$ cat src/include/ds_cfg_pkg.sv
// constants, types and code maps shared by the channel settings decoder
package ds_cfg_pkg;
    // ==================================================
    // element type codes: object group and sub-type
    localparam logic [7:0] GRP_QAM = 8'h05;
    localparam logic [7:0] GRP_OFDM = 8'h06;
    localparam logic [7:0] SUB_FLIP = 8'h0F;
    localparam logic [7:0] SUB_POWER = 8'h10;
    localparam logic [7:0] SUB_ADMIN = 8'h01;
    localparam logic [7:0] SUB_OWNER = 8'h02;
    localparam logic [7:0] SUB_MUTE = 8'h03;
    localparam logic [7:0] SUB_BASE = 8'h04;
    localparam logic [7:0] SUB_LOW = 8'h05;
    localparam logic [7:0] SUB_HIGH = 8'h06;
    localparam logic [7:0] SUB_COUNT = 8'h07;
    localparam logic [7:0] SUB_PREFIX = 8'h08;
    localparam logic [7:0] SUB_TAPER = 8'h09;
    localparam logic [7:0] SUB_PLC = 8'h0A;
    // ==================================================
    // defined element lengths in bytes
    localparam logic [7:0] LEN_ONE = 8'h01;
    localparam logic [7:0] LEN_TWO = 8'h02;
    localparam logic [7:0] LEN_FOUR = 8'h04;
    localparam logic [7:0] LEN_SIX = 8'h06;
    // ==================================================
    // legal value ranges of enumerated elements
    localparam logic [7:0] BOOL_MAX = 8'h01;
    localparam logic [7:0] ADMIN_MIN = 8'h01;
    localparam logic [7:0] ADMIN_MAX = 8'h04;
    localparam logic [7:0] CODE_MIN = 8'h01;
    localparam logic [7:0] CODE_MAX = 8'h05;
    // ==================================================
    // register byte offsets
    localparam logic [11:0] OFS_CTRL = 12'h000;
    localparam logic [11:0] OFS_STATUS = 12'h004;
    localparam logic [11:0] OFS_QAM = 12'h008;
    localparam logic [11:0] OFS_ADMIN = 12'h00C;
    localparam logic [11:0] OFS_MAC_LO = 12'h010;
    localparam logic [11:0] OFS_MAC_HI = 12'h014;
    localparam logic [11:0] OFS_BASE = 12'h018;
    localparam logic [11:0] OFS_TONES = 12'h01C;
    localparam logic [11:0] OFS_COUNT = 12'h020;
    localparam logic [11:0] OFS_LENS = 12'h024;
    localparam logic [11:0] OFS_PLC = 12'h028;
    // control bit positions
    localparam int CTRL_VIDEO_BIT = 0;
    localparam int CTRL_DROP_BIT = 1;
    localparam int CTRL_CLR_BIT = 2;
    // ==================================================
    // values after reset
    localparam logic RST_VIDEO = 1'b0;
    localparam logic [7:0] RST_ADMIN = 8'h01;
    localparam logic [31:0] RST_WORD = 32'h0000_0000;
    // ==================================================
    // reason of the most recent rejection
    typedef enum logic [1:0] {
        ERR_NONE = 2'b00,
        ERR_LEN = 2'b01,
        ERR_VALUE = 2'b10,
        ERR_DESC = 2'b11
    } err_t;
    // code to guard prefix length in samples
    function automatic logic [10:0] prefix_len(input logic [7:0] code);
        case (code)
            8'h01: prefix_len = 11'd192;
            8'h02: prefix_len = 11'd256;
            8'h03: prefix_len = 11'd512;
            8'h04: prefix_len = 11'd768;
            8'h05: prefix_len = 11'd1024;
            default: prefix_len = 11'd0;
        endcase
    endfunction
    // code to window taper length in samples
    function automatic logic [8:0] taper_len(input logic [7:0] code);
        case (code)
            8'h02: taper_len = 9'd64;
            8'h03: taper_len = 9'd128;
            8'h04: taper_len = 9'd192;
            8'h05: taper_len = 9'd256;
            default: taper_len = 9'd0;
        endcase
    endfunction
endpackage

$ cat src/ds_channel_config_tlv_decoder.sv
// channel settings decoder: element and descriptor intake, APB register view
// Contract
// - spectrum flip: 0 upright, 1 inverted, rest reserved
// - spectrum flip applied to video channels only
// - power offset is signed tenths of dBmW
// - admin state 1..4 valid, others reserved
// - store owner MAC, zero when no owner
// - RF mute: 0 transmit, 1 muted, rest reserved
// - four-byte subcarrier zero frequency in hertz
// - two-byte lowest active subcarrier index
// - two-byte highest active subcarrier index
// - two-byte active subcarrier count
// - prefix code 1..5 maps to prefix length
// - window code 1..5 maps to taper length
// - four-byte link channel base frequency hertz
// - settings accepted from elements or descriptor
`timescale 1ns/1ps
module ds_channel_config_tlv_decoder (
    input wire logic I_CLK,
    input wire logic I_RST,
    // apb slave
    input wire logic I_PSEL,
    input wire logic I_PENABLE,
    input wire logic I_PWRITE,
    input wire logic [11:0] I_PADDR,
    input wire logic [31:0] I_PWDATA,
    output logic [31:0] O_PRDATA,
    output logic O_PREADY,
    output logic O_PSLVERR,
    // one element per cycle, value right aligned, first byte highest
    input wire logic I_ELEM_VALID,
    input wire logic [7:0] I_ELEM_GROUP,
    input wire logic [7:0] I_ELEM_SUB,
    input wire logic [7:0] I_ELEM_LEN,
    input wire logic [47:0] I_ELEM_VALUE,
    // channel descriptor message fields
    input wire logic I_DESC_VALID,
    input wire logic [31:0] I_DESC_BASE_FREQ,
    input wire logic [15:0] I_DESC_LOW_TONE,
    input wire logic [15:0] I_DESC_HIGH_TONE,
    input wire logic [15:0] I_DESC_TONE_COUNT,
    input wire logic [7:0] I_DESC_PREFIX_CODE,
    input wire logic [7:0] I_DESC_TAPER_CODE,
    input wire logic [31:0] I_DESC_PLC_FREQ,
    // decoded settings
    output logic O_SPECTRUM_FLIP_FLAG,
    output logic [7:0] O_CHANNEL_POWER_OFFSET,
    output logic [7:0] O_CHANNEL_ADMIN_CONDITION,
    output logic [47:0] O_OWNING_CORE_MAC,
    output logic O_RF_SILENCE,
    output logic [31:0] O_BASE_TONE_FREQUENCY,
    output logic [15:0] O_LOWEST_ACTIVE_TONE,
    output logic [15:0] O_HIGHEST_ACTIVE_TONE,
    output logic [15:0] O_ACTIVE_TONE_COUNT,
    output logic [10:0] O_GUARD_PREFIX_LENGTH,
    output logic [8:0] O_WINDOW_TAPER_LENGTH,
    output logic [31:0] O_LINK_CHANNEL_BASE_FREQUENCY,
    output logic O_ERROR
);
    // ==================================================
    // storage
    logic flip;
    logic video;
    logic owner_present;
    logic err_flag;
    ds_cfg_pkg::err_t err_reason;
    logic [7:0] power;
    logic [7:0] admin;
    logic [47:0] mac;
    logic mute;
    logic [31:0] base_freq;
    logic [15:0] low_tone;
    logic [15:0] high_tone;
    logic [15:0] tone_count;
    logic [10:0] prefix;
    logic [8:0] taper;
    logic [31:0] plc_freq;
    // ==================================================
    // element decode
    logic [7:0] v1;
    logic [7:0] exp_len;
    logic known;
    logic val_ok;
    logic len_bad;
    logic val_bad;
    logic elem_ok;
    logic desc_ok;
    logic desc_bad;
    logic [15:0] key;

    assign v1 = I_ELEM_VALUE[7:0];
    assign key = {I_ELEM_GROUP, I_ELEM_SUB};

    // expected length and value check per element type
    always_comb begin
        known = 1'b1;
        exp_len = ds_cfg_pkg::LEN_ONE;
        val_ok = 1'b1;
        case (key)
            {ds_cfg_pkg::GRP_QAM, ds_cfg_pkg::SUB_FLIP}: begin
                val_ok = (v1 <= ds_cfg_pkg::BOOL_MAX);
            end
            {ds_cfg_pkg::GRP_QAM, ds_cfg_pkg::SUB_POWER}: begin
                val_ok = 1'b1; // every byte is a legal offset
            end
            {ds_cfg_pkg::GRP_OFDM, ds_cfg_pkg::SUB_ADMIN}: begin
                val_ok = (v1 >= ds_cfg_pkg::ADMIN_MIN) && (v1 <= ds_cfg_pkg::ADMIN_MAX);
            end
            {ds_cfg_pkg::GRP_OFDM, ds_cfg_pkg::SUB_OWNER}: begin
                exp_len = ds_cfg_pkg::LEN_SIX;
            end
            {ds_cfg_pkg::GRP_OFDM, ds_cfg_pkg::SUB_MUTE}: begin
                val_ok = (v1 <= ds_cfg_pkg::BOOL_MAX);
            end
            {ds_cfg_pkg::GRP_OFDM, ds_cfg_pkg::SUB_BASE},
            {ds_cfg_pkg::GRP_OFDM, ds_cfg_pkg::SUB_PLC}: begin
                exp_len = ds_cfg_pkg::LEN_FOUR;
            end
            {ds_cfg_pkg::GRP_OFDM, ds_cfg_pkg::SUB_LOW},
            {ds_cfg_pkg::GRP_OFDM, ds_cfg_pkg::SUB_HIGH},
            {ds_cfg_pkg::GRP_OFDM, ds_cfg_pkg::SUB_COUNT}: begin
                exp_len = ds_cfg_pkg::LEN_TWO;
            end
            {ds_cfg_pkg::GRP_OFDM, ds_cfg_pkg::SUB_PREFIX},
            {ds_cfg_pkg::GRP_OFDM, ds_cfg_pkg::SUB_TAPER}: begin
                val_ok = (v1 >= ds_cfg_pkg::CODE_MIN) && (v1 <= ds_cfg_pkg::CODE_MAX);
            end
            default: begin
                known = 1'b0; // other objects belong to other decoders
            end
        endcase
    end

    // length is checked before value, so a short element never reports a value fault
    assign len_bad = I_ELEM_VALID && known && (I_ELEM_LEN != exp_len);
    assign val_bad = I_ELEM_VALID && known && !len_bad && !val_ok;
    assign elem_ok = I_ELEM_VALID && known && !len_bad && val_ok;
    // a descriptor with a reserved code is dropped whole, never half applied
    assign desc_ok = I_DESC_VALID
        && (I_DESC_PREFIX_CODE >= ds_cfg_pkg::CODE_MIN)
        && (I_DESC_PREFIX_CODE <= ds_cfg_pkg::CODE_MAX)
        && (I_DESC_TAPER_CODE >= ds_cfg_pkg::CODE_MIN)
        && (I_DESC_TAPER_CODE <= ds_cfg_pkg::CODE_MAX);
    assign desc_bad = I_DESC_VALID && !desc_ok;

    // ==================================================
    // apb decode
    logic wr_en;
    logic rd_setup;
    logic mapped;
    logic [31:0] rd_mux;

    assign wr_en = I_PSEL && I_PENABLE && I_PWRITE;
    assign rd_setup = I_PSEL && !I_PENABLE && !I_PWRITE;
    assign O_PREADY = I_PSEL && I_PENABLE; // no wait states: read data is staged at setup
    assign O_PSLVERR = I_PSEL && I_PENABLE && !mapped;

    // read view and address map
    always_comb begin
        mapped = 1'b1;
        rd_mux = ds_cfg_pkg::RST_WORD;
        case (I_PADDR)
            ds_cfg_pkg::OFS_CTRL: rd_mux = {31'd0, video};
            ds_cfg_pkg::OFS_STATUS: rd_mux = {22'd0, err_reason, 7'd0, err_flag};
            ds_cfg_pkg::OFS_QAM: rd_mux = {16'd0, power, 6'd0, O_SPECTRUM_FLIP_FLAG, flip};
            ds_cfg_pkg::OFS_ADMIN: rd_mux = {15'd0, mute, 7'd0, owner_present, admin};
            ds_cfg_pkg::OFS_MAC_LO: rd_mux = O_OWNING_CORE_MAC[31:0];
            ds_cfg_pkg::OFS_MAC_HI: rd_mux = {16'd0, O_OWNING_CORE_MAC[47:32]};
            ds_cfg_pkg::OFS_BASE: rd_mux = base_freq;
            ds_cfg_pkg::OFS_TONES: rd_mux = {high_tone, low_tone};
            ds_cfg_pkg::OFS_COUNT: rd_mux = {16'd0, tone_count};
            ds_cfg_pkg::OFS_LENS: rd_mux = {7'd0, taper, 5'd0, prefix};
            ds_cfg_pkg::OFS_PLC: rd_mux = plc_freq;
            default: mapped = 1'b0;
        endcase
    end

    // read data staged in the setup cycle, held through the access cycle
    always_ff @(posedge I_CLK) begin
        if (I_RST) begin
            O_PRDATA <= ds_cfg_pkg::RST_WORD;
        end else if (rd_setup) begin
            O_PRDATA <= rd_mux;
        end
    end

    // control: channel kind; owner release and error clear sit with their registers
    always_ff @(posedge I_CLK) begin
        if (I_RST) begin
            video <= ds_cfg_pkg::RST_VIDEO;
        end else if (wr_en && (I_PADDR == ds_cfg_pkg::OFS_CTRL)) begin
            video <= I_PWDATA[ds_cfg_pkg::CTRL_VIDEO_BIT];
        end
    end

    // ==================================================
    // video QAM settings
    always_ff @(posedge I_CLK) begin
        if (I_RST) begin
            flip <= 1'b0;
            power <= 8'h00;
        end else if (elem_ok && (I_ELEM_GROUP == ds_cfg_pkg::GRP_QAM)) begin
            if (I_ELEM_SUB == ds_cfg_pkg::SUB_FLIP) begin
                flip <= v1[0];
            end else begin
                power <= v1; // two's complement tenths
            end
        end
    end

    // inversion only reaches the output on a video channel
    always_ff @(posedge I_CLK) begin
        if (I_RST) begin
            O_SPECTRUM_FLIP_FLAG <= 1'b0;
            O_CHANNEL_POWER_OFFSET <= 8'h00;
        end else begin
            O_SPECTRUM_FLIP_FLAG <= flip && video;
            O_CHANNEL_POWER_OFFSET <= power;
        end
    end

    // ==================================================
    // owner address; a new address wins over a release from software in the same cycle
    always_ff @(posedge I_CLK) begin
        if (I_RST) begin
            mac <= 48'h0000_0000_0000;
            owner_present <= 1'b0;
        end else if (elem_ok && (key == {ds_cfg_pkg::GRP_OFDM, ds_cfg_pkg::SUB_OWNER})) begin
            mac <= I_ELEM_VALUE;
            owner_present <= 1'b1;
        end else if (wr_en && (I_PADDR == ds_cfg_pkg::OFS_CTRL)
                && I_PWDATA[ds_cfg_pkg::CTRL_DROP_BIT]) begin
            owner_present <= 1'b0;
        end
    end

    // report zeros while no core operates the channel
    always_ff @(posedge I_CLK) begin
        if (I_RST) begin
            O_OWNING_CORE_MAC <= 48'h0000_0000_0000;
        end else begin
            O_OWNING_CORE_MAC <= owner_present ? mac : 48'h0000_0000_0000;
        end
    end

    // ==================================================
    // OFDM state and mute
    always_ff @(posedge I_CLK) begin
        if (I_RST) begin
            admin <= ds_cfg_pkg::RST_ADMIN;
            mute <= 1'b0;
        end else if (elem_ok && (I_ELEM_GROUP == ds_cfg_pkg::GRP_OFDM)) begin
            if (I_ELEM_SUB == ds_cfg_pkg::SUB_ADMIN) begin
                admin <= v1;
            end
            if (I_ELEM_SUB == ds_cfg_pkg::SUB_MUTE) begin
                mute <= v1[0];
            end
        end
    end

    // ==================================================
    // OFDM layout: descriptor first, a same-cycle element then overrides its field
    always_ff @(posedge I_CLK) begin
        if (I_RST) begin
            base_freq <= ds_cfg_pkg::RST_WORD;
            low_tone <= 16'h0000;
            high_tone <= 16'h0000;
            tone_count <= 16'h0000;
            prefix <= 11'd0;
            taper <= 9'd0;
            plc_freq <= ds_cfg_pkg::RST_WORD;
        end else begin
            if (desc_ok) begin
                base_freq <= I_DESC_BASE_FREQ;
                low_tone <= I_DESC_LOW_TONE;
                high_tone <= I_DESC_HIGH_TONE;
                tone_count <= I_DESC_TONE_COUNT;
                prefix <= ds_cfg_pkg::prefix_len(I_DESC_PREFIX_CODE);
                taper <= ds_cfg_pkg::taper_len(I_DESC_TAPER_CODE);
                plc_freq <= I_DESC_PLC_FREQ;
            end
            if (elem_ok && (I_ELEM_GROUP == ds_cfg_pkg::GRP_OFDM)) begin
                case (I_ELEM_SUB)
                    ds_cfg_pkg::SUB_BASE: base_freq <= I_ELEM_VALUE[31:0];
                    ds_cfg_pkg::SUB_LOW: low_tone <= I_ELEM_VALUE[15:0];
                    ds_cfg_pkg::SUB_HIGH: high_tone <= I_ELEM_VALUE[15:0];
                    ds_cfg_pkg::SUB_COUNT: tone_count <= I_ELEM_VALUE[15:0];
                    ds_cfg_pkg::SUB_PREFIX: prefix <= ds_cfg_pkg::prefix_len(v1);
                    ds_cfg_pkg::SUB_TAPER: taper <= ds_cfg_pkg::taper_len(v1);
                    // grid is the controller's duty; stored as given
                    ds_cfg_pkg::SUB_PLC: plc_freq <= I_ELEM_VALUE[31:0];
                    default: begin
                    end
                endcase
            end
        end
    end

    // layout outputs straight from the stored settings
    assign O_CHANNEL_ADMIN_CONDITION = admin;
    assign O_RF_SILENCE = mute;
    assign O_BASE_TONE_FREQUENCY = base_freq;
    assign O_LOWEST_ACTIVE_TONE = low_tone;
    assign O_HIGHEST_ACTIVE_TONE = high_tone;
    assign O_ACTIVE_TONE_COUNT = tone_count;
    assign O_GUARD_PREFIX_LENGTH = prefix;
    assign O_WINDOW_TAPER_LENGTH = taper;
    assign O_LINK_CHANNEL_BASE_FREQUENCY = plc_freq;

    // ==================================================
    // sticky error: a new fault wins over a clear in the same cycle
    always_ff @(posedge I_CLK) begin
        if (I_RST) begin
            err_flag <= 1'b0;
            err_reason <= ds_cfg_pkg::ERR_NONE;
        end else if (len_bad || val_bad || desc_bad) begin
            err_flag <= 1'b1;
            if (len_bad) begin
                err_reason <= ds_cfg_pkg::ERR_LEN;
            end else if (val_bad) begin
                err_reason <= ds_cfg_pkg::ERR_VALUE;
            end else begin
                err_reason <= ds_cfg_pkg::ERR_DESC;
            end
        end else if (wr_en && (I_PADDR == ds_cfg_pkg::OFS_CTRL)
                && I_PWDATA[ds_cfg_pkg::CTRL_CLR_BIT]) begin
            err_flag <= 1'b0;
            err_reason <= ds_cfg_pkg::ERR_NONE;
        end
    end

    assign O_ERROR = err_flag;
endmodule

$ cat config.mk
export PLATFORM = sky130hd
export DESIGN_NAME = ds_channel_config_tlv_decoder
export DESIGN_NICKNAME = d
export VERILOG_FILES = /design/src/include/ds_cfg_pkg.sv /design/src/ds_channel_config_tlv_decoder.sv
export SDC_FILE = /design/constraint.sdc
export NUM_CORES = 1
export LEC_CHECK = 0
export ABC_CLOCK_PERIOD_IN_PS = 3430
export BUFFER_PORTS_ARGS = -buffer_cell sky130_fd_sc_hd__buf_2
export CORE_AREA = 4 4 189 191
export DETAILED_ROUTE_END_ITERATION = 16
export DIE_AREA = 0 0 193 195
export PLACE_DENSITY = 0.78
export SYNTH_ARGS = -nofsm -noshare
export SYNTH_HDL_FRONTEND = slang
export SYNTH_SLANG_ARGS = --single-unit
$ cat constraint.sdc
create_clock -name I_CLK -period 3.43 [get_ports I_CLK]
set_input_delay 1.029 -clock I_CLK [delete_from_list [all_inputs] [get_ports I_CLK]]
set_output_delay 1.029 -clock I_CLK [all_outputs]
set_load 0.01 [all_outputs]
### After elaboration in Yosys (flattened, before gate mapping)

Index checks and enable logic that the tools add are counted.

| operators by class | value |
|---|---|
| order comparisons | 8 |
| equality and inequality tests | 49 |
| muxes and demuxes | 38 |
| bitwise logic cells | 2 |
| reduce and logical (&&, ||, !) cells | 46 |

Operators with widths:

| operator | count |
|---|---|
| $pmux W32 S11 | 1 |
| $eq A16 B11 Y1 const B | 12 |
| $mux W32 | 6 |
| $mux W16 | 9 |
| $pmux W11 S5 | 2 |
| $eq A8 B3 Y1 const B | 12 |
| $pmux W9 S4 | 2 |
| $eq A8 B2 Y1 const B | 7 |
| $eq A12 B5 Y1 const B | 4 |
| $eq A12 B6 Y1 const B | 3 |
| $mux W11 | 3 |
| $eq A8 B4 Y1 const B | 4 |
| $le A8 B3 Y1 const B | 4 |
| $mux W9 | 3 |
| $eq A12 B4 Y1 const B | 2 |
| $eq A8 B1 Y1 const B | 3 |
| $ge A8 B1 Y1 const B | 3 |
| $logic_and A1 B1 Y1 | 24 |
| $eq A12 B3 Y1 const B | 1 |
| $logic_not A12 Y1 | 1 |
| $reduce_or A12 Y1 | 1 |
| $reduce_or A11 Y1 | 1 |
| $pmux W3 S3 | 1 |
| $le A8 B1 Y1 const B | 1 |
| other kinds (11) | 33 |

| storage, ports and cells | value |
|---|---|
| bits in registers | 292 |
| output and inout bits | 233 |
| word-level logic and storage cells | 163 |

### Depth between registers and ports, before layout

| depth | value |
|---|---|
| depth after elaboration | 11 |
| mapped depth | 10 |
| depth with buffers taken out | 6 |

### Least setup slack after synthesis

No wires, ideal clock.

| timing path | value |
|---|---|
| kind | input to register |
| start point | input port I_ELEM_GROUP[5] |
| end point | register power[3] |
| setup time | 121 ps |
| arrival time | 3397 ps |
| required time | 3309 ps |
| setup slack | -88 ps |
| cell stages on the path | 7 |
| buffers on the path | 1 |
| path through | nor4_1 > nand2_1 > a2111oi_2 > o221ai_2 > buf_2 > nor4_4 > mux2_2 |

| on the way | value |
|---|---|
| word-level cells in the longest chain between the ends | 10 |
| elaborated cells between the ends (all ways) | 29 |

Ends and longest elaborated chain:

| item | line | RTL |
|---|---|---|
| start: declaration | ds_channel_config_tlv_decoder.sv:32 | `input wire logic [7:0] I_ELEM_GROUP,` |
| $eq A16 B11 Y1 | ds_channel_config_tlv_decoder.sv:99 | `case (key)` |
| $reduce_or A3 Y1 (tied with other cells) | n/a |  |
| $pmux W3 S3 or $mux W1 (tied branches) | ds_channel_config_tlv_decoder.sv:99 |  |
| $ne A8 B8 Y1 or $logic_and A1 B1 Y1 (tied branches) | ds_channel_config_tlv_decoder.sv:135, ds_channel_config_tlv_decoder.sv:137 |  |
| $logic_and A1 B1 Y1 | ds_channel_config_tlv_decoder.sv:135 | `assign len_bad = I_ELEM_VALID && known && (I_ELEM_LEN != exp_len);` |
| $logic_not A1 Y1 | ds_channel_config_tlv_decoder.sv:137 | `assign elem_ok = I_ELEM_VALID && known && !len_bad && val_ok;` |
| $logic_and A1 B1 Y1 (2 in series) | ds_channel_config_tlv_decoder.sv:137 |  |
| $logic_and A1 B1 Y1 * | ds_channel_config_tlv_decoder.sv:202 | `end else if (elem_ok && (I_ELEM_GROUP == ds_cfg_pkg::GRP_QAM)) begin` |
| $reduce_and A2 Y1 (no source line) * | n/a |  |
| end signal: assignment | ds_channel_config_tlv_decoder.sv:206 | `power <= v1;` |
| end: declaration | ds_channel_config_tlv_decoder.sv:67 | `logic [7:0] power;` |

Mark *: on every way between the ends. The rest lies on a longest branch, timed or not.
A chain may end at the register's enable or synchronous reset.

### Worst setup path after layout

| timing path | value |
|---|---|
| start point | input port I_ELEM_SUB[7] |
| end point | register plc_freq[25], in the netlist O_LINK_CHANNEL_BASE_FREQUENCY[25] |

| on the way | value |
|---|---|
| word-level cells in the longest chain between the ends | 10 |
| elaborated cells between the ends (all ways) | 30 |

Ends and longest elaborated chain:

| item | line | RTL |
|---|---|---|
| start: declaration | ds_channel_config_tlv_decoder.sv:33 | `input wire logic [7:0] I_ELEM_SUB,` |
| $eq A16 B11 Y1 | ds_channel_config_tlv_decoder.sv:99 |  |
| $reduce_or A3 Y1 (tied with other cells) | n/a |  |
| $pmux W3 S3 or $mux W1 (tied branches) | ds_channel_config_tlv_decoder.sv:99 |  |
| $ne A8 B8 Y1 or $logic_and A1 B1 Y1 (tied branches) | ds_channel_config_tlv_decoder.sv:135, ds_channel_config_tlv_decoder.sv:137 |  |
| $logic_and A1 B1 Y1 | ds_channel_config_tlv_decoder.sv:135 |  |
| $logic_not A1 Y1 | ds_channel_config_tlv_decoder.sv:137 |  |
| $logic_and A1 B1 Y1 (2 in series) | ds_channel_config_tlv_decoder.sv:137 |  |
| $logic_and A1 B1 Y1 | ds_channel_config_tlv_decoder.sv:283 | `if (elem_ok && (I_ELEM_GROUP == ds_cfg_pkg::GRP_OFDM)) begin` |
| $mux W32 * | ds_channel_config_tlv_decoder.sv:283 |  |
| end signal: assignment | ds_channel_config_tlv_decoder.sv:272 | `plc_freq <= ds_cfg_pkg::RST_WORD;` |
| end signal: assignment | ds_channel_config_tlv_decoder.sv:292 | `ds_cfg_pkg::SUB_PLC: plc_freq <= I_ELEM_VALUE[31:0];` |
| end: declaration | ds_channel_config_tlv_decoder.sv:77 | `logic [31:0] plc_freq;` |

Marks and branches as above.

==> impl_results.md <==
- Min-delay src: mac[18]$_SDFFE_PP0P_
- Die area: 37600 um2
- Syn Inst Count: 1447
- Leakage: 8.09 nW
- Detail Route Antenna Nets: 0
- # rows: 68
- CTS Buffer Depth: 3
- GRT busiest layer: met2
- GRT Util Overall: 31.0%
- Required time of the worst setup path: 3.85 ns
- TritonRoute pass-1 iters: 6
- Syn_area_per_cell: 9.47 um2
- Final #Nets: 2161
- Vias per cell: 5.91
- Synthesized flop and latch total: 292
- CTS Buf Count: 34
- Top post-synthesis cells by count: dfxtp_1, mux2i_1, nor3_1
- Vias after detailed routing: 14100
- Fraction of synthesized area in multiplexers: 12.5%
- Synth warnings: 0
- Wire length per cell: 25.9 um
- First-pass GRT wire length: 88300 um
- Initial drt markers: 1302
- Core box area: 34100 um2
- WS Path Type: in2reg
- Share of the synthesized area in the top cell type: 42.7%
- Initial Utilization: 40.2%
- Synth Cell Area: 13700 um2
- Number of fill cells: 3078
- Clock sink count: 292
- Largest net degree at the start of global routing: 70
- RR Startpoint: O_LOWEST_ACTIVE_TONE[4]$_SDFF_PP0_
- EDFF count, synth: 0
- Post-Syn Nets: 1698
- Vias in the first global route: 13800
- CP endpoint kind: register
- Setup crit start kind: input pin
- Clk root buf: clkbuf_16
- Setup slack after layout: 0.199 ns
- Post-Synth Adder-Cell Area: 0%
- Grt ovf: 0
- Outcome: complete, no violations
- Post-synth cell types: 66
- DRC Markers: 0
- Synth Area in Simple Gates: 16.8%
- Xor/xnor share of the synthesized area: 0.256%
- Post-CTS Hold Fix Bufs: 0
- Post-synth ARST share: 0%
- Fraction of the cycle the final worst path needs: 94.2%
- Final design utilization: 53.3%
- Peak supply drop: 0.000270 V
- Detailed Route WL: 61900 um
- Reg clk slew, reported paths: 0.06 ns
- Met2 Use GR: 50.9%
- Skew-Pair Late Insertion Delay: 0.51 ns
- Max-Cap Viols: 0
- Global placer's final weighted congestion: 0.984
- Clock Skews: 0.0244 ns
- Largest family of logic cells by synthesized area: compound AO/OA/AOI/OAI gates
- Port Buffers: 454
- Layout cells sized above 1: 39.3%
- M1 GR Usage: 39.7%
- Worst slew pin tran: 0.760 ns
- Final min period: 3.23 ns
- Count leader, synth: dfxtp_1
- TritonCTS clock tree: built
- Main synth FF type: dfxtp_1
- Achievable frequency: 0.309 GHz
- Area Growth Syn to Fin: 32.6%
- Sequential area share after synthesis: 42.7%
- Crit path DAT: 3.65 ns
- Die Width: 193 um
- Post-DP HPWL: 46400 um
- Met3 GRT Util: 6.72%
- Pwr/cell area: 402 nW/um2
- Max-slew violations: 0
- Top cells by area, synth: dfxtp_1, mux2i_1, a211oi_2
- H-tree Lvls: 2
- Initial antenna violation count: 15
- CP max FO: 16
- Hold Fails Final Rpt: 0
- Post-synth top area cell: dfxtp_1
- I/O pin count: 484
- Synth Area in Compound Gates: 22.9%
- Final setup fails: 0
- RSZ-0062 raised after global routing: no
- HP Class: reg2reg
- Die span in y: 195 um
- Placement Setup Slack: -0.298 ns
- Setup crit start: I_ELEM_SUB[7]
- Slew margin rel.: 49.1%
==> routing by layer <==
layer | routed length (um) | part of all wire (%)
met4 | 2620 | 4.2
met2 | 28800 | 47
met3 | 6060 | 9.8
met5 | 115 | 0.19
met1 | 24300 | 39
==> cell families (layout without fill, tap and decap cells) <==
| group | after synthesis | after routing |
|---|---|---|
| simple gates | 431 | 431 |
| compound gates | 403 | 403 |
| flops | 292 | 292 |
| mux | 166 | 166 |
| buf+inv | 151 | 635 |
| xor+xnor | 4 | 4 |
| other cells | 0 | 5 |
==> final timing paths <==
kind                            slack (ns)                                      endpoint  cells past startpoint
worst max-delay path                  0.20  O_LINK_CHANNEL_BASE_FREQUENCY[25]$_SDFF_PP0_                      8
worst min-delay path                  0.44              O_OWNING_CORE_MAC[18]$_SDFF_PP0_                      1
worst max register to register        1.54                      O_PRDATA[4]$_SDFFE_PP0P_                      5
worst min register to register        0.44              O_OWNING_CORE_MAC[18]$_SDFF_PP0_                      1
==> report_power, final <==
group	internal, mW	leakage (nW)	total (mW)	switching [mW]
sequential	3.41	2.35	3.41	0.00925
clock	1.96	0.509	3.40	1.44
combinational	0.179	5.22	0.485	0.306
==> cell usage in the layout (no fill, tap or decap), types with 5 or more instances in the layout <==
cell type | netlist | layout
buf_2 | 5 | 453
dfxtp_1 | 292 | 292
mux2i_1 | 129 | 129
nor3_1 | 120 | 120
buf_4 | 0 | 92
a211oi_2 | 91 | 90
o21ai_0 | 89 | 89
a21oi_1 | 84 | 84
nand3_1 | 59 | 58
nor2_1 | 54 | 54
and2_1 | 52 | 52
nand2_1 | 48 | 48
a22oi_1 | 38 | 38
clkbuf_16 | 0 | 35
mux2_2 | 33 | 33
a211oi_1 | 32 | 32
a221oi_1 | 24 | 24
buf_12 | 0 | 23
nor2b_1 | 19 | 18
and3_1 | 16 | 16
nor4_1 | 13 | 12
inv_1 | 9 | 9
or4_1 | 9 | 9
a222oi_1 | 8 | 8
nand2b_1 | 7 | 7
a211o_1 | 7 | 7
clkbuf_1 | 118 | 7
or3_1 | 6 | 6
clkinv_2 | 0 | 6
diode_2 | 0 | 5
clkbuf_8 | 0 | 5
==> worst max-delay path: stages <==
cell and delay, ns:
buf_2 0.12, or4_1 0.56, a211o_1 0.31, a2111o_1 0.50, a211o_1 0.35, or2_2 0.35
buf_12 0.18, a211oi_1 0.24
==> metrics by stage <==
stage	TNS [ns]	instances	power (mW)	area (um2)	hold slack, ns
6_report	0	2391	7.30	18200	0.444
5_1_grt	0	2390	7.50	18200	0.462
4_1_cts	0	2386	7.31	18200	0.445
3_5_place_dp	-30.35	2329	3.96	17100	0.432
3_3_place_gp	-27.07	2329	3.96	17100	0.428
2_1_floorplan	-5.52	1447	3.66	13800	0.423
==> layout make-up <==
type                    count  area [um2]  area share [%]
flip-flops and latches    292        5850            32.2
multi-input cells        1004        7250            39.9
diodes                      5        12.5          0.0689
clock buffers              46         957            5.27
repair buffers            569        3430            18.9
well taps                 455         569            3.13
inverters                   9        33.8           0.186
clock inverters            11        72.6           0.399
==> sequential cells by signal (all words and copies together) (netlist names) <==
signal	cells
O_OWNING_CORE_MAC	48
mac	48
O_BASE_TONE_FREQUENCY	32
O_LINK_CHANNEL_BASE_FREQUENCY	32
O_PRDATA	32
O_ACTIVE_TONE_COUNT	16
O_HIGHEST_ACTIVE_TONE	16
O_LOWEST_ACTIVE_TONE	16
O_GUARD_PREFIX_LENGTH	11
O_WINDOW_TAPER_LENGTH	9
O_CHANNEL_ADMIN_CONDITION	8
O_CHANNEL_POWER_OFFSET	8
power	8
err_reason	2
O_ERROR	1
O_RF_SILENCE	1
O_SPECTRUM_FLIP_FLAG	1
flip	1
owner_present	1
video	1
==> timing repair <==
item / in CTS / in global routing
gates resized for setup: 0 / 1
setup endpoints to repair: 0 / 3
setup buffers: 0 / 0
Note: power is estimated with default switching activity, not from simulation.
